$ cat src/hfosc_regs.svh
// register map, field positions, reset values and timing counts
// Operation
// - after reset the high-frequency oscillator is the system clock source
// - after reset the system clock divider selects divide by 8
// - divider code 00 divides by 8, 01 by 4, 10 by 2, 11 by 1
// - writing one to control bit 5 stops the oscillator
// - suspended oscillator restarts on USB activity or matching bus power
// - USB wake detection works even while the transceiver is disabled
// - control bit 7 enables the oscillator; it resets to one
// - 5-bit trim in bits 4..0: zero fastest, all ones slowest
// - trim resets to a part-specific factory value giving 12 MHz
// - trim read back is undefined while USB clock recovery is enabled
// - system clock source: HF osc, LF osc, external, multiplier over 2
// - USB clock source: internal osc, external osc or 4x multiplier
`ifndef HFOSC_REGS_SVH
`define HFOSC_REGS_SVH

// ============================================================
// register indices and byte addresses
`define HFOSC_IDX_CONTROL     8'hb2
`define HFOSC_IDX_CALIB       8'hb3
`define HFOSC_IDX_CLKSEL      8'hb4
`define HFOSC_ADDR_CONTROL    12'h02c8
`define HFOSC_ADDR_CALIB      12'h02cc
`define HFOSC_ADDR_CLKSEL     12'h02d0

// ============================================================
// fields
`define HFOSC_BIT_ENABLE      7
`define HFOSC_BIT_READY       6
`define HFOSC_BIT_SUSPEND     5
`define HFOSC_BIT_RECOVERY    7
`define HFOSC_RST_CONTROL     8'h80
`define HFOSC_RST_DIV         2'h0
`define HFOSC_RST_SYSSRC      2'h0
`define HFOSC_RST_USBSRC      2'h0

// ============================================================
// timing
`define HFOSC_CLK_PERIOD_NS   25
`define HFOSC_SETTLE_NS       400
`define HFOSC_SETTLE_CYCLES   \
	((`HFOSC_SETTLE_NS + `HFOSC_CLK_PERIOD_NS - 1) / `HFOSC_CLK_PERIOD_NS)

`endif

$ cat src/hfosc_pkg.sv
// types of the high-frequency oscillator control block
package hfosc_pkg;

	typedef enum logic [3:0]
	{
		OSC_OFF    = 4'h1,
		OSC_SUSP   = 4'h2,
		OSC_SETTLE = 4'h4,
		OSC_RUN    = 4'h8
	} hfosc_state_t;

	typedef enum logic [1:0]
	{
		SYS_SRC_HF_OSC = 2'h0,
		SYS_SRC_LF_OSC = 2'h1,
		SYS_SRC_EXT    = 2'h2,
		SYS_SRC_MUL_2  = 2'h3
	} hfosc_sys_src_t;

	typedef enum logic [1:0]
	{
		USB_SRC_INT = 2'h0,
		USB_SRC_EXT = 2'h1,
		USB_SRC_MUL = 2'h2
	} hfosc_usb_src_t;

endpackage

$ cat src/hfosc_ctrl.sv
// high-frequency oscillator control with AXI4-Lite register slave
//
// The AXI4-Lite slave port was decided locally.
`timescale 1ns/10ps
`default_nettype none
`include "hfosc_regs.svh"

module hfosc_ctrl
(
	input  wire logic                     CLK,
	input  wire logic                     RST,
	input  wire logic [11:0]              S_AXI_AWADDR,
	input  wire logic                     S_AXI_AWVALID,
	output logic                          S_AXI_AWREADY,
	input  wire logic [31:0]              S_AXI_WDATA,
	input  wire logic [3:0]               S_AXI_WSTRB,
	input  wire logic                     S_AXI_WVALID,
	output logic                          S_AXI_WREADY,
	output logic [1:0]                    S_AXI_BRESP,
	output logic                          S_AXI_BVALID,
	input  wire logic                     S_AXI_BREADY,
	input  wire logic [11:0]              S_AXI_ARADDR,
	input  wire logic                     S_AXI_ARVALID,
	output logic                          S_AXI_ARREADY,
	output logic [31:0]                   S_AXI_RDATA,
	output logic [1:0]                    S_AXI_RRESP,
	output logic                          S_AXI_RVALID,
	input  wire logic                     S_AXI_RREADY,
	input  wire logic [4:0]               FACTORY_TRIM,
	input  wire logic                     USB_NONIDLE_EVENT,
	input  wire logic                     BUS_POWER_PRESENT,
	input  wire logic                     BUS_POWER_POLARITY_SELECT,
	output logic                          HF_OSC_RUN,
	output logic [4:0]                    PERIOD_TRIM_VALUE,
	output logic                          SYSTEM_CLOCK_EN,
	output hfosc_pkg::hfosc_sys_src_t     SYSTEM_CLOCK_SOURCE,
	output hfosc_pkg::hfosc_usb_src_t     USB_SIDE_CLOCK_SOURCE,
	output logic                          CLOCK_RECOVERY_EN
);
	import hfosc_pkg::*;

	localparam logic [4:0] SETTLE_LAST = 5'(`HFOSC_SETTLE_CYCLES - 1);
	localparam logic [7:0] RST_CONTROL = `HFOSC_RST_CONTROL;
	localparam logic [1:0] RESP_OKAY   = 2'h0;
	localparam logic [1:0] RESP_SLVERR = 2'h2;

	// ============================================================
	// registers
	logic             hf_osc_enable_r;
	logic             suspend_req_r;
	logic [1:0]       sys_clock_divider_select_r;
	logic [4:0]       period_trim_value_r;
	hfosc_sys_src_t   sys_src_r;
	hfosc_usb_src_t   usb_src_r;
	logic             recovery_r;
	hfosc_state_t     state_r;
	hfosc_state_t     state_nxt;
	logic [4:0]       settle_cnt_r;
	logic [2:0]       div_cnt_r;
	logic [2:0]       div_last;
	logic             sys_en_r;
	logic [2:0]       usb_sync_r;
	logic [2:0]       vbus_sync_r;
	logic             usb_evt_r;
	logic             vbus_lvl_r;
	logic             wake;
	logic             hf_osc_ready_flag;

	// ============================================================
	// AXI4-Lite slave
	logic             aw_held_r;
	logic [11:0]      aw_addr_r;
	logic             w_held_r;
	logic [31:0]      w_data_r;
	logic [3:0]       w_strb_r;
	logic             bvalid_r;
	logic [1:0]       bresp_r;
	logic             rvalid_r;
	logic [31:0]      rdata_r;
	logic [1:0]       rresp_r;
	logic             wr_fire;
	logic             wr_ctl;
	logic             wr_cal;
	logic             wr_sel;
	logic [7:0]       rd_byte;
	logic             rd_hit;

	assign S_AXI_AWREADY = !aw_held_r && !bvalid_r;
	assign S_AXI_WREADY  = !w_held_r && !bvalid_r;
	assign S_AXI_BVALID  = bvalid_r;
	assign S_AXI_BRESP   = bresp_r;
	assign S_AXI_ARREADY = !rvalid_r;
	assign S_AXI_RVALID  = rvalid_r;
	assign S_AXI_RDATA   = rdata_r;
	assign S_AXI_RRESP   = rresp_r;

	assign wr_fire = aw_held_r && w_held_r && !bvalid_r;
	assign wr_ctl  = wr_fire && w_strb_r[0]
		&& aw_addr_r == `HFOSC_ADDR_CONTROL;
	assign wr_cal  = wr_fire && w_strb_r[0]
		&& aw_addr_r == `HFOSC_ADDR_CALIB;
	assign wr_sel  = wr_fire && w_strb_r[0]
		&& aw_addr_r == `HFOSC_ADDR_CLKSEL;

	always_ff @(posedge CLK)
	begin
		if (RST)
		begin
			aw_held_r <= 1'b0;
			aw_addr_r <= 12'h0000;
		end
		else if (S_AXI_AWVALID && S_AXI_AWREADY)
		begin
			aw_held_r <= 1'b1;
			aw_addr_r <= {S_AXI_AWADDR[11:2], 2'h0};
		end
		else if (wr_fire)
			aw_held_r <= 1'b0;
	end

	always_ff @(posedge CLK)
	begin
		if (RST)
		begin
			w_held_r <= 1'b0;
			w_data_r <= 32'h0000_0000;
			w_strb_r <= 4'h0;
		end
		else if (S_AXI_WVALID && S_AXI_WREADY)
		begin
			w_held_r <= 1'b1;
			w_data_r <= S_AXI_WDATA;
			w_strb_r <= S_AXI_WSTRB;
		end
		else if (wr_fire)
			w_held_r <= 1'b0;
	end

	always_ff @(posedge CLK)
	begin
		if (RST)
		begin
			bvalid_r <= 1'b0;
			bresp_r  <= RESP_OKAY;
		end
		else if (wr_fire)
		begin
			bvalid_r <= 1'b1;
			bresp_r  <= (aw_addr_r == `HFOSC_ADDR_CONTROL
				|| aw_addr_r == `HFOSC_ADDR_CALIB
				|| aw_addr_r == `HFOSC_ADDR_CLKSEL) ? RESP_OKAY : RESP_SLVERR;
		end
		else if (S_AXI_BREADY)
			bvalid_r <= 1'b0;
	end

	// read mux
	always_comb
	begin
		rd_byte = 8'h00;
		rd_hit  = 1'b1;
		case ({S_AXI_ARADDR[11:2], 2'h0})
			`HFOSC_ADDR_CONTROL:
				rd_byte = {hf_osc_enable_r, hf_osc_ready_flag,
					suspend_req_r, 3'h0, sys_clock_divider_select_r};
			`HFOSC_ADDR_CALIB:
				rd_byte = recovery_r ? 8'h00
					: {3'h0, period_trim_value_r};
			`HFOSC_ADDR_CLKSEL:
				rd_byte = {recovery_r, 1'b0, usb_src_r, 2'h0, sys_src_r};
			default:
				rd_hit = 1'b0;
		endcase
	end

	always_ff @(posedge CLK)
	begin
		if (RST)
		begin
			rvalid_r <= 1'b0;
			rdata_r  <= 32'h0000_0000;
			rresp_r  <= RESP_OKAY;
		end
		else if (S_AXI_ARVALID && S_AXI_ARREADY)
		begin
			rvalid_r <= 1'b1;
			rdata_r  <= {24'h00_0000, rd_byte};
			rresp_r  <= rd_hit ? RESP_OKAY : RESP_SLVERR;
		end
		else if (S_AXI_RREADY)
			rvalid_r <= 1'b0;
	end

	// ============================================================
	// control and calibration registers
	always_ff @(posedge CLK)
	begin
		if (RST)
		begin
			hf_osc_enable_r            <= RST_CONTROL[`HFOSC_BIT_ENABLE];
			sys_clock_divider_select_r <= `HFOSC_RST_DIV;
		end
		else if (wr_ctl)
		begin
			hf_osc_enable_r            <= w_data_r[`HFOSC_BIT_ENABLE];
			sys_clock_divider_select_r <= w_data_r[1:0];
		end
	end

	// set by software wins over a wake in the same cycle
	always_ff @(posedge CLK)
	begin
		if (RST)
			suspend_req_r <= 1'b0;
		else if (wr_ctl && w_data_r[`HFOSC_BIT_SUSPEND])
			suspend_req_r <= 1'b1;
		else if (wake)
			suspend_req_r <= 1'b0;
	end

	// factory value loaded while reset is held
	always_ff @(posedge CLK)
	begin
		if (RST)
			period_trim_value_r <= FACTORY_TRIM;
		else if (wr_cal)
			period_trim_value_r <= w_data_r[4:0];
	end

	always_ff @(posedge CLK)
	begin
		if (RST)
		begin
			sys_src_r  <= SYS_SRC_HF_OSC;
			usb_src_r  <= USB_SRC_INT;
			recovery_r <= 1'b0;
		end
		else if (wr_sel)
		begin
			sys_src_r  <= hfosc_sys_src_t'(w_data_r[1:0]);
			usb_src_r  <= (w_data_r[5:4] == 2'h3) ? usb_src_r
				: hfosc_usb_src_t'(w_data_r[5:4]);
			recovery_r <= w_data_r[`HFOSC_BIT_RECOVERY];
		end
	end

	// ============================================================
	// wake inputs: three stages, change once stages two and three agree
	always_ff @(posedge CLK)
	begin
		if (RST)
		begin
			usb_sync_r  <= 3'h0;
			vbus_sync_r <= 3'h0;
		end
		else
		begin
			usb_sync_r  <= {usb_sync_r[1:0], USB_NONIDLE_EVENT};
			vbus_sync_r <= {vbus_sync_r[1:0], BUS_POWER_PRESENT};
		end
	end

	always_ff @(posedge CLK)
	begin
		if (RST)
		begin
			usb_evt_r  <= 1'b0;
			vbus_lvl_r <= 1'b0;
		end
		else
		begin
			if (usb_sync_r[1] == usb_sync_r[2])
				usb_evt_r <= usb_sync_r[2];
			if (vbus_sync_r[1] == vbus_sync_r[2])
				vbus_lvl_r <= vbus_sync_r[2];
		end
	end

	// transceiver enable deliberately not a term here
	assign wake = usb_evt_r
		|| (vbus_lvl_r == BUS_POWER_POLARITY_SELECT);

	// ============================================================
	// oscillator state
	always_comb
	begin
		state_nxt = state_r;
		case (state_r)
			OSC_OFF:
				if (hf_osc_enable_r)
					state_nxt = OSC_SETTLE;
			OSC_SUSP:
				if (!hf_osc_enable_r)
					state_nxt = OSC_OFF;
				else if (!suspend_req_r)
					state_nxt = OSC_SETTLE;
			OSC_SETTLE:
				if (!hf_osc_enable_r)
					state_nxt = OSC_OFF;
				else if (suspend_req_r)
					state_nxt = OSC_SUSP;
				else if (settle_cnt_r == SETTLE_LAST)
					state_nxt = OSC_RUN;
			OSC_RUN:
				if (!hf_osc_enable_r)
					state_nxt = OSC_OFF;
				else if (suspend_req_r)
					state_nxt = OSC_SUSP;
			default:
				state_nxt = OSC_OFF;
		endcase
	end

	always_ff @(posedge CLK)
	begin
		if (RST)
			state_r <= OSC_SETTLE;
		else
			state_r <= state_nxt;
	end

	always_ff @(posedge CLK)
	begin
		if (RST || state_r != OSC_SETTLE || wr_cal)
			settle_cnt_r <= 5'h00;
		else if (settle_cnt_r != SETTLE_LAST)
			settle_cnt_r <= settle_cnt_r + 5'h01;
	end

	assign hf_osc_ready_flag = (state_r == OSC_RUN);
	assign HF_OSC_RUN        = (state_r == OSC_RUN) || (state_r == OSC_SETTLE);
	assign PERIOD_TRIM_VALUE = period_trim_value_r;
	assign SYSTEM_CLOCK_SOURCE   = sys_src_r;
	assign USB_SIDE_CLOCK_SOURCE = usb_src_r;
	assign CLOCK_RECOVERY_EN     = recovery_r;

	// ============================================================
	// system clock divider: one pulse every 8, 4, 2 or 1 cycles
	always_comb
	begin
		case (sys_clock_divider_select_r)
			2'h0:    div_last = 3'h7;
			2'h1:    div_last = 3'h3;
			2'h2:    div_last = 3'h1;
			default: div_last = 3'h0;
		endcase
	end

	always_ff @(posedge CLK)
	begin
		if (RST || !HF_OSC_RUN || div_cnt_r >= div_last)
			div_cnt_r <= 3'h0;
		else
			div_cnt_r <= div_cnt_r + 3'h1;
	end

	always_ff @(posedge CLK)
	begin
		if (RST)
			sys_en_r <= 1'b0;
		else
			sys_en_r <= HF_OSC_RUN && div_cnt_r >= div_last;
	end

	assign SYSTEM_CLOCK_EN = sys_en_r;

	int unsigned gap_r;
	always_ff @(posedge CLK)
	begin
		if (RST || sys_en_r)
			gap_r <= 0;
		else
			gap_r <= gap_r + 1;
	end

	// cycles since the divider setting or run state last moved
	logic [4:0] steady_r;
	always_ff @(posedge CLK)
	begin
		if (RST || !HF_OSC_RUN || wr_ctl)
			steady_r <= 5'h00;
		else if (steady_r != 5'h1f)
			steady_r <= steady_r + 5'h01;
	end
endmodule
`default_nettype wire

$ cat config.mk
export PLATFORM = sky130hd
export DESIGN_NAME = hfosc_ctrl
export DESIGN_NICKNAME = d
export VERILOG_FILES = /design/src/hfosc_pkg.sv /design/src/hfosc_ctrl.sv
export VERILOG_INCLUDE_DIRS = /design/src /design/src/src
export SDC_FILE = /design/constraint.sdc
export NUM_CORES = 1
export LEC_CHECK = 0
export BUFFER_PORTS_ARGS = -buffer_cell sky130_fd_sc_hd__buf_2
export CORE_MARGIN = 5
export CORE_UTILIZATION = 47
export DETAILED_ROUTE_END_ITERATION = 7
export GPL_ROUTABILITY_DRIVEN = 0
export PLACE_DENSITY = 0.85
export SLEW_MARGIN = 0
export SYNTH_ARGS = -nofsm -noshare
export SYNTH_HDL_FRONTEND = slang
export SYNTH_SLANG_ARGS = --single-unit
$ cat constraint.sdc
create_clock -name CLK -period 2.3 [get_ports CLK]
set_clock_uncertainty 0.05 [all_clocks]
set_input_delay 0.23 -clock CLK [delete_from_list [all_inputs] [get_ports CLK]]
set_output_delay 0.23 -clock CLK [all_outputs]
set_load 0.02 [all_outputs]
=== Yosys cells after proc, flatten, opt, wreduce, memory -nomap -nowiden ===
Index checks and enable logic that the tools add are counted.

* Order comparisons: 1
* Bitwise logic cells: 1
* Multiplexer cells: 26
* Eq/ne operators: 23
* Reductions and logical operators: 36
* Add/subtract/negate cells: 2

{| class="wikitable"
|+ Operator list
! operator !! number
|-
| $eq 10x8->1 const B || 6
|-
| $mux 4 || 8
|-
| $pmux 8 s3 || 1
|-
| $pmux 4 s4 || 1
|-
| $mux 5 || 3
|-
| $logic_and 1x1->1 || 13
|-
| $reduce_bool 2->1 || 6
|-
| $mux 1 || 10
|-
| $pmux 3 s3 || 1
|-
| $logic_or 1x1->1 || 8
|-
| $ne 3x3->1 const B || 2
|-
| $add 5x1->5 const B || 1
|-
| $eq 5x4->1 const B || 1
|-
| $logic_not 1->1 || 5
|-
| $ne 5x4->1 const B || 1
|-
| $eq 2x2->1 const B || 2
|-
| $eq 4x1->1 const B || 1
|-
| $eq 4x2->1 const B || 1
|-
| $eq 4x3->1 const B || 1
|-
| $eq 4x4->1 const B || 1
|-
| $mux 2 || 2
|-
| $ne 4x3->1 const B || 1
|-
| $ne 4x4->1 const B || 1
|-
| $reduce_and 4->1 || 1
|-
| 9 further kinds || 11
|}

* Output and inout port bits: 53
* Input bits: 75
* Register bits after elaboration: 70

=== Logic depth before layout (Yosys ltp) ===
* Depth in word-level cells: 6
* Mapped depth: 8
* Depth with buffers taken out: 7

=== Worst setup path before layout ===
OpenSTA, ideal clock, no wires.

* Path type: flip-flop to flip-flop
* From: register aw_addr_r[8]
* To: register recovery_r, in the netlist CLOCK_RECOVERY_EN
* Clock period less this slack: 1720 ps
* Stages on the path, launching flop included: 5
* Data required time: 2122 ps
* Data arrival time: 1543 ps
* Path slack: 580 ps
* Path through: dfxtp_1 -> or4b_4 -> nor4_4 -> mux2i_1 -> nor2_1

* Cells in the longest elaborated chain, start to end: 2

{| class="wikitable"
|+ RTL lines
! what !! line !! text
|-
| start: declaration || hfosc_ctrl.sv:72 || <nowiki>logic [11:0] aw_addr_r;</nowiki>
|-
| start signal: assignment || hfosc_ctrl.sv:115 || <nowiki>aw_addr_r <= {S_AXI_AWADDR[11:2], 2'h0};</nowiki>
|-
| $eq 10x8->1 (no line) || - ||
|-
| $logic_and 1x1->1 (no line) || - ||
|-
| end signal: assignment || hfosc_ctrl.sv:243 || <nowiki>recovery_r <= w_data_r[`HFOSC_BIT_RECOVERY];</nowiki>
|-
| end: declaration || hfosc_ctrl.sv:55 || <nowiki>logic recovery_r;</nowiki>
|}

Every way passes these cells.
A chain may end at the register's enable or synchronous reset.

=== Final worst setup path ===
Ends and elaborated chain as after synthesis.

==> key figures <==
STA
  – Setup TNS: 0 ns
  – Final Setup Violations: 0
  – Tmin final: 1.86 ns
  – RSZ-0062 raised after global routing: no
  – Final Max Tran Viols: 0
  – Max Clock Freq: 538 MHz
  – Worst Tran Pin Value: roughly 0.55 ns
  – Slew HR: 63.3%
  – Fin. Hold Viols: 0
  – Hold slack: 0.0267 ns
  – Post-route clock period utilization: 80.9%

Setup path
  – CP Capture Type: flip-flop
  – Crit path max fanout: 6
  – Flop-to-flop setup slack: about 0.44 ns
  – Critical path type: flip-flop to flip-flop
  – Arrival time of the worst setup path: ~2.0 ns
  – CP startpoint kind: flip-flop
  – CP required: 2.47 ns

Global routing
  – Vias in the first global route: 2,391
  – Initial antenna violation count: 0
  – Residual overflow from global routing: 0
  – Largest net degree at the start of global routing: 32
  – Overall routing resource usage: 16.8%
  – First-pass GRT wire length: around 11 mm

CTS
  – TritonCTS Sinks: 67
  – Worst skew pair latency: 0.33 ns
  – Hold-fix buffers, CTS: 0
  – # Post-CTS Setup Buffers: 0
  – Cts bufs inserted: 9
  – Root Buffer: clkbuf_8
  – Reg clk slew, reported paths: 0.07 ns
  – Post-CTS sizing: 0
  – Clock buffer depth: 2
  – H-Tree Depth: 3
  – CTS tree: built

Routing
  – # DRC: 0
  – Vias/cell: 4.99
  – Detailed Routing Iterations Pass 1: 4
  – DR WL/cell: around 14 µm
  – Post-Route WL: 6.70 mm
  – Via count: 2,420
  – Final ANT Viol Nets: 0
  – DRT iter0 DRCs: 87

Floorplan
  – # rows: 29
  – Area of the core: 6280 µm²
  – Die height: around 90 µm
  – Starting Density: 47.6%
  – Die width: 89.8 µm
  – Die Footprint: 8060 µm²
  – IO Pins: about 130

Finish
  – Layout cell share with drive strength beyond 1: about a quarter
  – Final core utilization: 56.4%
  – # fillers: 568
  – Post-layout instance area: 3540 µm²
  – Layout area overhead: 18.3%
  – Most frequent cells in the layout: buf_2, dfxtp_1, nand2_1, a21oi_1, conb_1
  – Final #Nets: 484
  – Antenna Cells: 0
  – Register area: about 1400 µm²
  – Area of the multi-input gates: approximately 1400 µm²
  – Most common cell after layout, fill and taps aside: buf_2

Logic synthesis
  – Ys flop type: dfxtp_1
  – Flops & latches, synth: 67
  – Post-synthesis sequential area ratio: 46.5%
  – Asr flop ratio synth: 0%
  – Yosys warning total: 0
  – Synth unique cells: 48
  – EDFF count, synth: 5
  – Synth Instances: 332
  – Mapped Area: 2990 µm²
  – Synth Area per Inst: 9.01 µm²

Run
  – MaxCap Viol Count: 0

Place
  – Placed inst area: 3320 µm²
  – DP Wirelength: 5.15 mm
  – Port Buffers: a little under 70

Pwr
  – Worst vdd ir: 0.487 mV
  – Pwr/cell area: 840 nW/µm²
  – Leak: about 1.6 nW

Outcome
  – Status: finished, final reports clean

Min path
  – Hold crit path type: input port to flip-flop
sequential cells by signal (all words and copies together) (netlist names), 2 cells and up:
signal                      flops
state_r                         4
div_cnt_r                       3
aw_addr_r                      10
w_data_r                        7
USB_SIDE_CLOCK_SOURCE           2
vbus_sync_r                     3
settle_cnt_r                    5
usb_sync_r                      3
sys_clock_divider_select_r      2
PERIOD_TRIM_VALUE               5
S_AXI_RDATA                     8
SYSTEM_CLOCK_SOURCE             2
stage by stage:
stage | power, W | setup WS (ns) | cells
finish | 0.00297 | 0.440 | 485
global route | 0.00311 | 0.334 | 485
floorplan | 0.00179 | 0.580 | 357
CTS | 0.00299 | 0.418 | 485
detailed placement | 0.00193 | 0.397 | 469
global placement | 0.00190 | 0.472 | 469
cells by family (layout without fill, tap and decap cells):
kind of cell | after synthesis | in the layout | share of synthesized area, %
and+or+nand+nor | 131 | 131 | 23.0
DFF | 67 | 67 | 46.5
AOI/OAI and AO/OA | 61 | 61 | 12.4
buffers and inverters | 47 | 98 | 9.16
muxes | 13 | 13 | 4.56
adders and majority gates | 6 | 6 | 2.51
xor gates and xnor gates | 6 | 6 | 1.76
other | 1 | 26 | 0.125
path summary, 6_finish.rpt:
kind / startpoint / endpoint / cells past startpoint
max: aw_addr_r[8] / CLOCK_RECOVERY_EN / 4
min: S_AXI_RREADY / S_AXI_RVALID / 2
max reg2reg: aw_addr_r[8] / CLOCK_RECOVERY_EN / 4
min reg2reg: S_AXI_RDATA[7] / S_AXI_RDATA[7] / 2
routing by layer:
metal | part of all wire, % | track usage (%) | wire length [µm]
met4 | 2.2 | 10.2 | 150
met2 | 49 | 27.4 | 3270
met3 | 6.1 | 3.01 | 411
met5 | 0 | 0 | 0
met1 | 43 | 20.3 | 2860
final cells by class:
type / count / share of cell area, %
multi-input combinational: 243 / 40.1
clock buffer: 12 / 4.10
timing repair buffer: 74 / 10.8
sequential: 67 / 39.3
inverter: 8 / 0.849
tap: 77 / 2.72
clock inverter: 4 / 2.09
synth_stat cells (3+ instances only):
master	instances	area share (%)
ha_1	6	2.5
xor2_1	3	0.88
a211oi_1	3	0.75
o21ai_0	5	0.84
nand2b_1	3	0.63
mux2i_1	8	2.7
nor2_1	24	3.0
buf_4	26	6.5
nand2_1	55	6.9
a22oi_1	5	1.3
nand3_1	3	0.50
clkbuf_1	11	1.4
mux2_2	5	1.9
inv_1	8	1.0
xnor2_1	3	0.88
nand4_1	3	0.63
dfxtp_1	62	42
nor3_1	3	0.50
nor3b_1	3	0.75
and2_1	6	1.3
nor2b_1	10	2.1
a21o_1	3	0.75
a21oi_1	35	5.9
edfxtp_1	5	5.0
where the power goes:
part	total [W]	switching [W]	leakage (nW)	internal, W
registers	0.00136	0.0000875	0.556	0.00127
logic	0.000543	0.000324	0.894	0.000220
clock network	0.00107	0.000430	0.111	0.000641
critical path, stage by stage (launching register included):
cell,delay [ns]
dfxtp_1,0.32
or4b_4,0.59
nor4_4,0.49
mux2i_1,0.25
nor2_1,0.05
Power figures use the tool's default switching activity.
